## src/include/adc_mode_pkg.sv

```systemverilog
// Constants and types shared by the converter mode and format logic
package adc_mode_pkg;

  // Serial word layout
  localparam int WORD_BITS   = 16;
  localparam int HEAD_BITS   = 8;
  localparam int ADDR_BITS   = 7;
  localparam int DATA_BITS   = 8;

  // Mode register addresses
  localparam logic [6:0] ADDR_RESET    = 7'h00;
  localparam logic [6:0] ADDR_FMT_PWR  = 7'h01;
  localparam logic [6:0] ADDR_OUT_MODE = 7'h02;
  localparam logic [6:0] ADDR_TP_HI    = 7'h03;
  localparam logic [6:0] ADDR_TP_LO    = 7'h04;
  localparam logic [7:0] REG_RESET_VAL = 8'h00;

  // Field positions
  localparam int RESET_BIT     = 7;
  localparam int DCS_OFF_BIT   = 7;
  localparam int RANDOMIZER_BIT_BIT      = 6;
  localparam int SIGNED_BIT    = 5;
  localparam int SLEEP_BIT     = 4;
  localparam int NAP_LSB       = 0;
  localparam int CURRENT_LSB   = 5;
  localparam int TERM_BIT      = 4;
  localparam int OUT_OFF_BIT   = 3;
  localparam int SER_MODE_LSB  = 0;
  localparam int TP_EN_BIT     = 7;
  localparam int TP_HI_BITS    = 6;

  // Serialization mode codes
  localparam logic [2:0] MODE_2L16 = 3'h0;
  localparam logic [2:0] MODE_2L14 = 3'h1;
  localparam logic [2:0] MODE_2L12 = 3'h2;
  localparam logic [2:0] MODE_1L16 = 3'h4;
  localparam logic [2:0] MODE_1L14 = 3'h5;
  localparam logic [2:0] MODE_1L12 = 3'h6;

  // Driver current codes
  localparam logic [2:0] CUR_3P5MA  = 3'h0;
  localparam logic [2:0] CUR_1P75MA = 3'h4;

  // Timing
  localparam int CLK_PERIOD_PS        = 25_000;
  localparam int SLEEP_RECOVER_MS     = 2;
  localparam int SLEEP_RECOVER_CYCLES = (SLEEP_RECOVER_MS * 1_000_000_000 + CLK_PERIOD_PS - 1) / CLK_PERIOD_PS;
  localparam int NAP_RECOVER_CYCLES   = 100;

  typedef enum logic [3:0] {
    ST_IDLE = 4'b0001,
    ST_HEAD = 4'b0010,
    ST_BODY = 4'b0100,
    ST_DONE = 4'b1000
  } serial_state_type;

endpackage : adc_mode_pkg

```

## src/core/adc_mode_control.sv

```systemverilog
// Mode pins, serial mode registers, power states and output formatting
`timescale 1ns/1ps
`default_nettype none
// Overview of operation
// Offset binary by default; signed format bit flips to two's complement.
// Two pad bits sent only in 14-bit and 16-bit serialization modes.
// Pad bits read 00 normally or negative overrange, 11 positive overrange.
// Randomizer XORs every sample bit but the LSB with the LSB.
// Receiver undoes randomizing by XORing received bits with received LSB.
// Test pattern forces sample and pad bits of all channels, overriding formatting.
// Output disable turns off every output pair, clock and frame included.
// Sleep from register bit or power-down pin; ready about 2ms after.
// Nap per channel by serial only; channel needs 100 clock cycles to recover; code counts 100 sample_valid_i cycles instead.
// Host waits a further 50us after nap for accurate DC settling.
// Mode-select high makes port pins static modes; low makes them serial.
// Transfer framed by chip select; only first 16 rising clock edges sampled.
// Host sends read/write flag, seven address bits, eight data bits, MSB first.
// Flag low stores the data bits into the addressed register.
// Flag high shifts addressed register out, leaves it, ignores data bits.
// Serial data output is open drain and only ever pulls low.
// Parallel chip select picks two-lane 16-bit or one-lane 14-bit output.
// Parallel serial clock pin picks 3.5mA or 1.75mA driver current.
// Parallel serial data input pin is power-down: high means sleep.
// Parallel serial data output pin enables internal termination when high.
// Reset bit write clears all mode bits; the bit reads back zero.
// Four low power bits nap channels; top power bit sleeps the device.
// Parallel mode keeps all other features at their reset state.
// Coding first, then randomizing; test pattern replaces the result.
module adc_mode_control #(
  parameter int CHANNELS             = 4,
  parameter int SAMPLE_WIDTH         = 12,
  parameter int SLEEP_RECOVER_CYCLES = adc_mode_pkg::SLEEP_RECOVER_CYCLES
) (
  input  wire logic                             clk_i,
  input  wire logic                             rst_n_i,
  input  wire logic                             program_mode_select_i,
  input  wire logic                             cs_n_i,
  input  wire logic                             sck_i,
  input  wire logic                             sdi_i,
  input  wire logic                             sdo_i,
  output logic                                  sdo_o,
  output logic                                  sdo_oe_n_o,
  input  wire logic                             sample_valid_i,
  input  wire logic [CHANNELS*SAMPLE_WIDTH-1:0] raw_samples_i,
  input  wire logic [CHANNELS-1:0]              over_pos_i,
  output logic      [CHANNELS*SAMPLE_WIDTH-1:0] sample_bits_o,
  output logic      [CHANNELS-1:0]              pad_bit_upper_o,
  output logic      [CHANNELS-1:0]              pad_bit_lower_o,
  output logic                                  sample_valid_o,
  output logic      [2:0]                       serial_mode_o,
  output logic      [2:0]                       drive_current_o,
  output logic                                  term_enable_o,
  output logic                                  output_drive_enable_o,
  output logic                                  dcs_off_o,
  output logic                                  sleep_o,
  output logic      [CHANNELS-1:0]              nap_o,
  output logic                                  device_ready_o,
  output logic      [CHANNELS-1:0]              channel_ready_o
);

  localparam int SLEEP_W = $clog2(SLEEP_RECOVER_CYCLES + 1);
  localparam int NAP_W   = $clog2(adc_mode_pkg::NAP_RECOVER_CYCLES + 1);

  if (CHANNELS != 4 || SAMPLE_WIDTH < 2 || SAMPLE_WIDTH > 14 || SLEEP_RECOVER_CYCLES < 1) begin : g_check
    $error("adc_mode_control: unsupported parameter values");
  end

  ////////////////////////////////////////////////////////////////////////////
  // Pin synchronisers

  logic [4:0] pins_meta;
  logic [4:0] pins_sync;
  logic [1:0] sck_hist;
  logic       par_mode;
  logic       cs_n_s;
  logic       sdi_s;
  logic       sdo_s;
  logic       sck_rise;

  always_ff @(posedge clk_i) begin
    if (!rst_n_i) begin
      pins_meta <= 5'h01;
      pins_sync <= 5'h01;
      sck_hist  <= 2'h0;
    end else begin
      pins_meta <= {program_mode_select_i, sck_i, sdi_i, sdo_i, cs_n_i};
      pins_sync <= pins_meta;
      sck_hist  <= {sck_hist[0], pins_sync[3]};
    end
  end

  assign par_mode = pins_sync[4];
  assign sdi_s    = pins_sync[2];
  assign sdo_s    = pins_sync[1];
  assign cs_n_s   = pins_sync[0];
  assign sck_rise = sck_hist[0] & ~sck_hist[1];

  ////////////////////////////////////////////////////////////////////////////
  // Mode registers

  logic [7:0] fmt_pwr;
  logic [7:0] out_mode;
  logic [7:0] tp_hi;
  logic [7:0] tp_lo;
  logic [7:0] next_fmt_pwr;
  logic [7:0] next_out_mode;
  logic [7:0] next_tp_hi;
  logic [7:0] next_tp_lo;
  logic       wr_go;
  logic [6:0] wr_addr;
  logic [7:0] wr_data;

  function automatic logic [7:0] reg_read(input logic [6:0] addr, input logic [7:0] fp,
                                          input logic [7:0] om, input logic [7:0] th,
                                          input logic [7:0] tl);
    logic [7:0] val;
    val = 8'h00;
    unique case (addr)
      adc_mode_pkg::ADDR_FMT_PWR:  val = fp;
      adc_mode_pkg::ADDR_OUT_MODE: val = om;
      adc_mode_pkg::ADDR_TP_HI:    val = th;
      adc_mode_pkg::ADDR_TP_LO:    val = tl;
      default:                     val = 8'h00;
    endcase
    return val;
  endfunction : reg_read

  always_comb begin
    next_fmt_pwr  = fmt_pwr;
    next_out_mode = out_mode;
    next_tp_hi    = tp_hi;
    next_tp_lo    = tp_lo;
    if (wr_go) begin
      unique case (wr_addr)
        adc_mode_pkg::ADDR_RESET: begin
          if (wr_data[adc_mode_pkg::RESET_BIT]) begin
            next_fmt_pwr  = adc_mode_pkg::REG_RESET_VAL;
            next_out_mode = adc_mode_pkg::REG_RESET_VAL;
            next_tp_hi    = adc_mode_pkg::REG_RESET_VAL;
            next_tp_lo    = adc_mode_pkg::REG_RESET_VAL;
          end
        end
        adc_mode_pkg::ADDR_FMT_PWR:  next_fmt_pwr  = wr_data;
        adc_mode_pkg::ADDR_OUT_MODE: next_out_mode = wr_data;
        adc_mode_pkg::ADDR_TP_HI:    next_tp_hi    = wr_data;
        adc_mode_pkg::ADDR_TP_LO:    next_tp_lo    = wr_data;
        default: begin
        end
      endcase
    end
  end

  always_ff @(posedge clk_i) begin
    if (!rst_n_i) begin
      fmt_pwr  <= adc_mode_pkg::REG_RESET_VAL;
      out_mode <= adc_mode_pkg::REG_RESET_VAL;
      tp_hi    <= adc_mode_pkg::REG_RESET_VAL;
      tp_lo    <= adc_mode_pkg::REG_RESET_VAL;
    end else begin
      fmt_pwr  <= next_fmt_pwr;
      out_mode <= next_out_mode;
      tp_hi    <= next_tp_hi;
      tp_lo    <= next_tp_lo;
    end
  end

  ////////////////////////////////////////////////////////////////////////////
  // Serial port

  adc_mode_pkg::serial_state_type state;
  adc_mode_pkg::serial_state_type next_state;
  logic [4:0]  bit_cnt;
  logic [4:0]  next_bit_cnt;
  logic [14:0] shift_in;
  logic [14:0] next_shift_in;
  logic [7:0]  shift_out;
  logic [7:0]  next_shift_out;
  logic        reading;
  logic        next_reading;

  always_comb begin
    next_state     = state;
    next_bit_cnt   = bit_cnt;
    next_shift_in  = shift_in;
    next_shift_out = shift_out;
    next_reading   = reading;
    wr_go          = 1'b0;
    wr_addr        = shift_in[13:7];
    wr_data        = {shift_in[6:0], sdi_s};
    if (par_mode || cs_n_s) begin
      next_state   = adc_mode_pkg::ST_IDLE;
      next_reading = 1'b0;
    end else begin
      unique case (state)
        adc_mode_pkg::ST_IDLE: begin
          next_state   = adc_mode_pkg::ST_HEAD;
          next_bit_cnt = 5'h00;
        end
        adc_mode_pkg::ST_HEAD: begin
          if (sck_rise) begin
            next_shift_in = {shift_in[13:0], sdi_s};
            next_bit_cnt  = bit_cnt + 5'h01;
            if (bit_cnt == 5'(adc_mode_pkg::HEAD_BITS - 1)) begin
              next_state     = adc_mode_pkg::ST_BODY;
              next_reading   = shift_in[6];
              next_shift_out = reg_read({shift_in[5:0], sdi_s}, fmt_pwr, out_mode, tp_hi, tp_lo);
            end
          end
        end
        adc_mode_pkg::ST_BODY: begin
          if (sck_rise) begin
            next_shift_in  = {shift_in[13:0], sdi_s};
            next_shift_out = {shift_out[6:0], 1'b1};
            next_bit_cnt   = bit_cnt + 5'h01;
            if (bit_cnt == 5'(adc_mode_pkg::WORD_BITS - 1)) begin
              next_state = adc_mode_pkg::ST_DONE;
              wr_go      = ~reading;
            end
          end
        end
        adc_mode_pkg::ST_DONE: begin
          next_state = adc_mode_pkg::ST_DONE;
        end
        default: begin
          next_state = adc_mode_pkg::ST_IDLE;
        end
      endcase
    end
  end

  always_ff @(posedge clk_i) begin
    if (!rst_n_i) begin
      state     <= adc_mode_pkg::ST_IDLE;
      bit_cnt   <= 5'h00;
      shift_in  <= 15'h0000;
      shift_out <= 8'hFF;
      reading   <= 1'b0;
    end else begin
      state     <= next_state;
      bit_cnt   <= next_bit_cnt;
      shift_in  <= next_shift_in;
      shift_out <= next_shift_out;
      reading   <= next_reading;
    end
  end

  assign sdo_o      = 1'b0;
  assign sdo_oe_n_o = ~(reading && state == adc_mode_pkg::ST_BODY && !shift_out[7]);

  ////////////////////////////////////////////////////////////////////////////
  // Effective modes

  logic                twos_en;
  logic                randomizer_bit_en;
  logic                pattern_en;
  logic                pads_on;
  logic                asleep;
  logic [CHANNELS-1:0] nap_req;
  logic [13:0]         pattern;

  always_comb begin
    twos_en               = fmt_pwr[adc_mode_pkg::SIGNED_BIT];
    randomizer_bit_en               = fmt_pwr[adc_mode_pkg::RANDOMIZER_BIT_BIT];
    dcs_off_o             = fmt_pwr[adc_mode_pkg::DCS_OFF_BIT];
    asleep                = fmt_pwr[adc_mode_pkg::SLEEP_BIT];
    nap_req               = fmt_pwr[adc_mode_pkg::NAP_LSB +: CHANNELS];
    pattern_en            = tp_hi[adc_mode_pkg::TP_EN_BIT];
    serial_mode_o         = out_mode[adc_mode_pkg::SER_MODE_LSB +: 3];
    drive_current_o       = out_mode[adc_mode_pkg::CURRENT_LSB +: 3];
    term_enable_o         = out_mode[adc_mode_pkg::TERM_BIT];
    output_drive_enable_o = ~out_mode[adc_mode_pkg::OUT_OFF_BIT];
    if (par_mode) begin
      twos_en               = 1'b0;
      randomizer_bit_en               = 1'b0;
      dcs_off_o             = 1'b0;
      pattern_en            = 1'b0;
      nap_req               = '0;
      output_drive_enable_o = 1'b1;
      asleep                = sdi_s;
      serial_mode_o         = cs_n_s ? adc_mode_pkg::MODE_1L14 : adc_mode_pkg::MODE_2L16;
      drive_current_o       = pins_sync[3] ? adc_mode_pkg::CUR_1P75MA : adc_mode_pkg::CUR_3P5MA;
      term_enable_o         = sdo_s;
    end
    if (asleep) begin
      output_drive_enable_o = 1'b0;
      nap_req               = '0;
    end
    pattern = {tp_hi[adc_mode_pkg::TP_HI_BITS-1:0], tp_lo};
    pads_on = serial_mode_o inside {adc_mode_pkg::MODE_2L16, adc_mode_pkg::MODE_2L14,
                                    adc_mode_pkg::MODE_1L16, adc_mode_pkg::MODE_1L14};
  end

  assign sleep_o = asleep;
  assign nap_o   = nap_req;

  ////////////////////////////////////////////////////////////////////////////
  // Recovery timers

  logic [SLEEP_W-1:0] sleep_cnt;
  logic [SLEEP_W-1:0] next_sleep_cnt;
  logic               valid_q;

  always_comb begin
    next_sleep_cnt = sleep_cnt;
    if (asleep) begin
      next_sleep_cnt = SLEEP_W'(SLEEP_RECOVER_CYCLES);
    end else if (sleep_cnt != '0) begin
      next_sleep_cnt = sleep_cnt - 1'b1;
    end
  end

  always_ff @(posedge clk_i) begin
    if (!rst_n_i) begin
      sleep_cnt <= '0;
      valid_q   <= 1'b0;
    end else begin
      sleep_cnt <= next_sleep_cnt;
      valid_q   <= sample_valid_i;
    end
  end

  assign device_ready_o = !asleep && sleep_cnt == '0;
  assign sample_valid_o = valid_q;

  for (genvar ch = 0; ch < CHANNELS; ch++) begin : g_chan
    logic [NAP_W-1:0] nap_cnt;
    logic [NAP_W-1:0] next_nap_cnt;

    always_comb begin
      next_nap_cnt = nap_cnt;
      if (nap_req[ch] || asleep) begin
        next_nap_cnt = NAP_W'(adc_mode_pkg::NAP_RECOVER_CYCLES);
      end else if (sample_valid_i && nap_cnt != '0) begin
        next_nap_cnt = nap_cnt - 1'b1;
      end
    end

    always_ff @(posedge clk_i) begin
      if (!rst_n_i) begin
        nap_cnt <= '0;
      end else begin
        nap_cnt <= next_nap_cnt;
      end
    end

    assign channel_ready_o[ch] = device_ready_o && !nap_req[ch] && nap_cnt == '0;

    sample_formatter #(
      .WIDTH (SAMPLE_WIDTH)
    ) u_fmt (
      .clk_i           (clk_i),
      .rst_n_i         (rst_n_i),
      .load_i          (sample_valid_i),
      .active_i        (!asleep && !nap_req[ch]),
      .raw_i           (raw_samples_i[ch*SAMPLE_WIDTH +: SAMPLE_WIDTH]),
      .over_pos_i      (over_pos_i[ch]),
      .signed_i        (twos_en),
      .random_i        (randomizer_bit_en),
      .pads_on_i       (pads_on),
      .pattern_en_i    (pattern_en),
      .pattern_i       (pattern[SAMPLE_WIDTH+1:0]),
      .sample_bits_o   (sample_bits_o[ch*SAMPLE_WIDTH +: SAMPLE_WIDTH]),
      .pad_bit_upper_o (pad_bit_upper_o[ch]),
      .pad_bit_lower_o (pad_bit_lower_o[ch])
    );
  end

endmodule : adc_mode_control
`default_nettype wire

```

## src/core/sample_formatter.sv

```systemverilog
// Per-channel output coding, randomizer, pad bits and test pattern
`timescale 1ns/1ps
`default_nettype none
module sample_formatter #(
  parameter int WIDTH = 12
) (
  input  wire logic             clk_i,
  input  wire logic             rst_n_i,
  input  wire logic             load_i,
  input  wire logic             active_i,
  input  wire logic [WIDTH-1:0] raw_i,
  input  wire logic             over_pos_i,
  input  wire logic             signed_i,
  input  wire logic             random_i,
  input  wire logic             pads_on_i,
  input  wire logic             pattern_en_i,
  input  wire logic [WIDTH+1:0] pattern_i,
  output logic      [WIDTH-1:0] sample_bits_o,
  output logic                  pad_bit_upper_o,
  output logic                  pad_bit_lower_o
);

  logic [WIDTH-1:0] coded;
  logic [WIDTH-1:0] mixed;
  logic [WIDTH-1:0] next_sample;
  logic [1:0]       next_pads;
  logic [1:0]       pads;

  always_comb begin
    coded = raw_i;
    if (signed_i) begin
      coded[WIDTH-1] = ~raw_i[WIDTH-1];
    end
    mixed = coded;
    if (random_i) begin
      mixed[WIDTH-1:1] = coded[WIDTH-1:1] ^ {(WIDTH-1){coded[0]}};
    end
    next_sample = sample_bits_o;
    next_pads   = pads;
    if (!active_i) begin
      next_sample = '0;
      next_pads   = 2'b00;
    end else if (load_i) begin
      next_sample = mixed;
      next_pads   = over_pos_i ? 2'b11 : 2'b00;
      if (pattern_en_i) begin
        next_sample = pattern_i[WIDTH-1:0];
        next_pads   = pattern_i[WIDTH+1:WIDTH];
      end
      if (!pads_on_i) begin
        next_pads = 2'b00;
      end
    end
  end

  always_ff @(posedge clk_i) begin
    if (!rst_n_i) begin
      sample_bits_o <= '0;
      pads          <= 2'b00;
    end else begin
      sample_bits_o <= next_sample;
      pads          <= next_pads;
    end
  end

  assign pad_bit_upper_o = pads[1];
  assign pad_bit_lower_o = pads[0];

endmodule : sample_formatter
`default_nettype wire

```

## config.mk

```make
export PLATFORM = sky130hd
export DESIGN_NAME = adc_mode_control
export DESIGN_NICKNAME = d
export VERILOG_FILES = /design/src/include/adc_mode_pkg.sv /design/src/core/adc_mode_control.sv /design/src/core/sample_formatter.sv
export SDC_FILE = /design/constraint.sdc
export NUM_CORES = 1
export LEC_CHECK = 0
export BUFFER_PORTS_ARGS = -buffer_cell sky130_fd_sc_hd__buf_2
export CAP_MARGIN = 10
export CORE_UTILIZATION = 61
export DETAILED_ROUTE_END_ITERATION = 6
export GPL_TIMING_DRIVEN = 0
export PLACE_DENSITY_LB_ADDON = 0.2
export SKIP_CTS_REPAIR_TIMING = 1
export SYNTH_ARGS = -nofsm -noshare
export SYNTH_HDL_FRONTEND = slang
export SYNTH_SLANG_ARGS = --single-unit
```

## constraint.sdc

```tcl
create_clock -name clk_i -period 3.48 [get_ports clk_i]
set_input_delay 0.348 -clock clk_i [delete_from_list [all_inputs] [get_ports clk_i]]
set_output_delay 0.348 -clock clk_i [all_outputs]
set_load 0.05 [all_outputs]
```

==> metrics.txt <==
Max Root-Sink Buffers=2; period utilization=94.37%; Iter 0 DRT Violations=about 700; Slew @ Worst Pin=0.7823 ns; die area=14900 um2; max incr delay on CP=between 0.6 and 0.7 ns; FF/Latch Area=3563 um2; area delta synth->final=17.14%; worst-path fanout max=10; fin. max-slew vios=0; Req. time, crit path=between 3 and 4 ns; number of flops mapped to enable cells by yosys=0; Clock Tree Root=clkbuf_16; Synth Flop Type=dfxtp_1; # DRC=0; core area=13990 um2; GRT Residual Overflow=0; met2 GRT Util=52.86%; global route hottest layer=met2; met1 usage=~42%; clk sinks=roughly 180; CP Cell Sequence=mux2i_1 > inv_1 > clkbuf_1 > nor4_1 > buf_2; Starting Density=62.84%; Mean Syn Cell Area=8.721 um2; Detail Route Antenna Nets=0; arrival time worst endpoint=2.94 ns; CTS clk-pin slew, worst paths=about 0.07 ns; clock latency at the later pin of the worst-skew pair=about 0.44 ns; Max Fclk=0.3045 GHz; syn_nets=1076; buffers added on ports=135; Final Routed Wirelength=23810 um; most common cell after layout, fill and taps aside=dfxtp_1; first-pass GRT wire length=around 37000 um; overall routing resource usage=32.33%; crit path kind=reg -> out; most frequent cells in the layout=dfxtp_1, buf_2, nand2_1, o21ai_0, nand2b_1; antenna violations before repair=1; status=finished, final reports clean; async set-reset flop share out of synthesis=0%; P_leak=3.989 nW; final core occ=73.61%; Max-Cap Viols=0; Routed wire per std cell=17.56 um; Post-Syn Instances=1008; Setup crit end kind=primary output; Relative slew margins=approximately 47%; TritonCTS buffer count=17; vias in the first global route=7459; Fin Clk Skew=0.008444 ns; power per cell area=607.2 nW/um2; met3 usage=under 10%; family with the most delay on the worst path=buffers and inverters; largest net degree at the start of global routing=18; Layout Nets=1230; register bit total from synthesis=178; synthesized area=8791 um2; minimum clock period=3.284 ns; Seq/Total Area, Yosys=40.54%; Worst Hold Margin=0.08170 ns; # rows=43; io pins=138; total number of vias=8233; Worst Path Buf+Inv=3; ratio of cells with drive above 1 in the final layout=around 17%; H-tree depth=4; Post-DP HPWL=between 15000 and 20000 um; Initial DRT Pass Iterations=5; gpl congestion=1.009; Max IR drop VDD=0.3646 mV; Filler Cell Count=1064; worst hold path type=in -> reg; CP max stage cell=mux2i_1; CP Launch Type=flop; Multi-input gate area=~4800 um2; Yosys warning count=0; DIE WIDTH=approximately 120 um; Die Y=~120 um; routed vias/inst=6.072; post-synthesis cell type count=65; Setup TNS=0 ns; unrepaired setup endpoints after global routing=false; # setup viols final=0; Final Hold Fails=0; CTS tree=yes
[state kept, by name (all words and copies together) (netlist names)]
register	cells
shift_out	8
sck_hist	2
pins_sync	5
pins_meta	5
reading	1
g_chan.u_fmt.pads	8
g_chan.nap_cnt	28
fmt_pwr	8
sample_valid_o	1
sleep_cnt	17
tp_hi	8
g_chan.u_fmt.sample_bits_o	48
bit_cnt	5
state	4
shift_in	14
out_mode	8
tp_lo	8
[cells in the mapped netlist, drive strengths merged (8+ instances only)]
library cell	number	area [um2]
a211oi	20	150.1
a21oi	45	225.2
a22o	23	201.4
and2	21	131.4
buf	23	130.1
clkbuf	48	180.2
dfxtp	178	3563
ha	8	100.1
inv	32	120.1
mux2i	21	210.2
nand2	81	309.0
nand2b	71	444.2
nand3	13	65.06
nand3b	22	165.2
nor2	50	187.7
nor2b	9	56.30
nor3	26	145.1
nor4	10	107.6
nor4b	9	106.4
o21a	10	75.07
o21ai	73	365.4
o22ai	41	256.5
o31ai	10	75.07
or3	17	106.4
xnor2	44	385.4
xor2	12	105.1
[worst paths after layout]
path	from	end	slack, ns	depth (start not counted)
setup reg to reg	pins_sync[4]$_SDFF_PN0_	g_chan[0].nap_cnt[1]$_SDFFE_PN0P_	0.55	7
setup / recovery	pins_sync[4]$_SDFF_PN0_	channel_ready_o[1]	0.20	5
hold / removal	cs_n_i	pins_meta[0]$_SDFF_PN1_	0.08	2
hold reg to reg	pins_meta[0]$_SDFF_PN1_	pins_sync[0]$_SDFF_PN1_	0.42	1
[kinds of logic (layout without fill, tap and decap cells)]
logic type | count (synthesis) | count (layout) | share of synthesized area, %
AOI/OAI and AO/OA | 278 | 278 | 20.71
xor gates and xnor gates | 60 | 60 | 6.604
adders and majority gates | 8 | 8 | 1.139
buffers and inverters | 103 | 270 | 4.896
DFF | 178 | 178 | 40.54
muxes | 26 | 26 | 3.032
other | 1 | 2 | 0.04266
and+or+nand+nor | 354 | 354 | 23.04
[power by group]
| group | leakage (nW) | total [mW] | internal [mW] | switching, mW |
|---|---|---|---|---|
| Clock | 0.287 | 1.97 | 1.08 | 0.890 |
| Combinational | 2.25 | 1.81 | 0.694 | 1.11 |
| Sequential | 1.45 | 2.47 | 2.26 | 0.211 |
[area by class of cell]
class,instances,share of cell area [%]
buffer,71,3.013
clock buffer,18,4.168
sequential,178,34.61
timing repair buffer,135,6.561
tap,180,2.187
inverter,32,1.166
multi-input combinational,727,46.65
antenna,1,0.02430
clock inverter,14,1.628
[worst register-to-register path: stages (launching register included)]
cell	delay, ns
dfxtp_1	0.56
mux2i_1	0.68
inv_1	0.29
nor2_1	0.27
buf_2	0.30
nand2_2	0.20
buf_1	0.31
a211oi_1	0.25
[metal layers]
layer  vias up  routed length [um]
li1       3919                   -
met1      3908               10320
met2       354               11270
met3        52                1691
met4         0                 532
met5         -                   0
[per-stage QoR]
step                      power [mW]  area [um2]  cells  setup slack [ns]
after CTS                      6.237       10290   1355            0.2093
after global placement         4.229        9698   1323            0.6448
final                          6.253       10300   1356            0.1960
after global routing           6.536       10300   1356           0.03227
after detailed placement       4.273        9698   1323            0.5791
after floorplan                3.872        8797   1008           0.09635
Power figures use the tool's default switching activity.
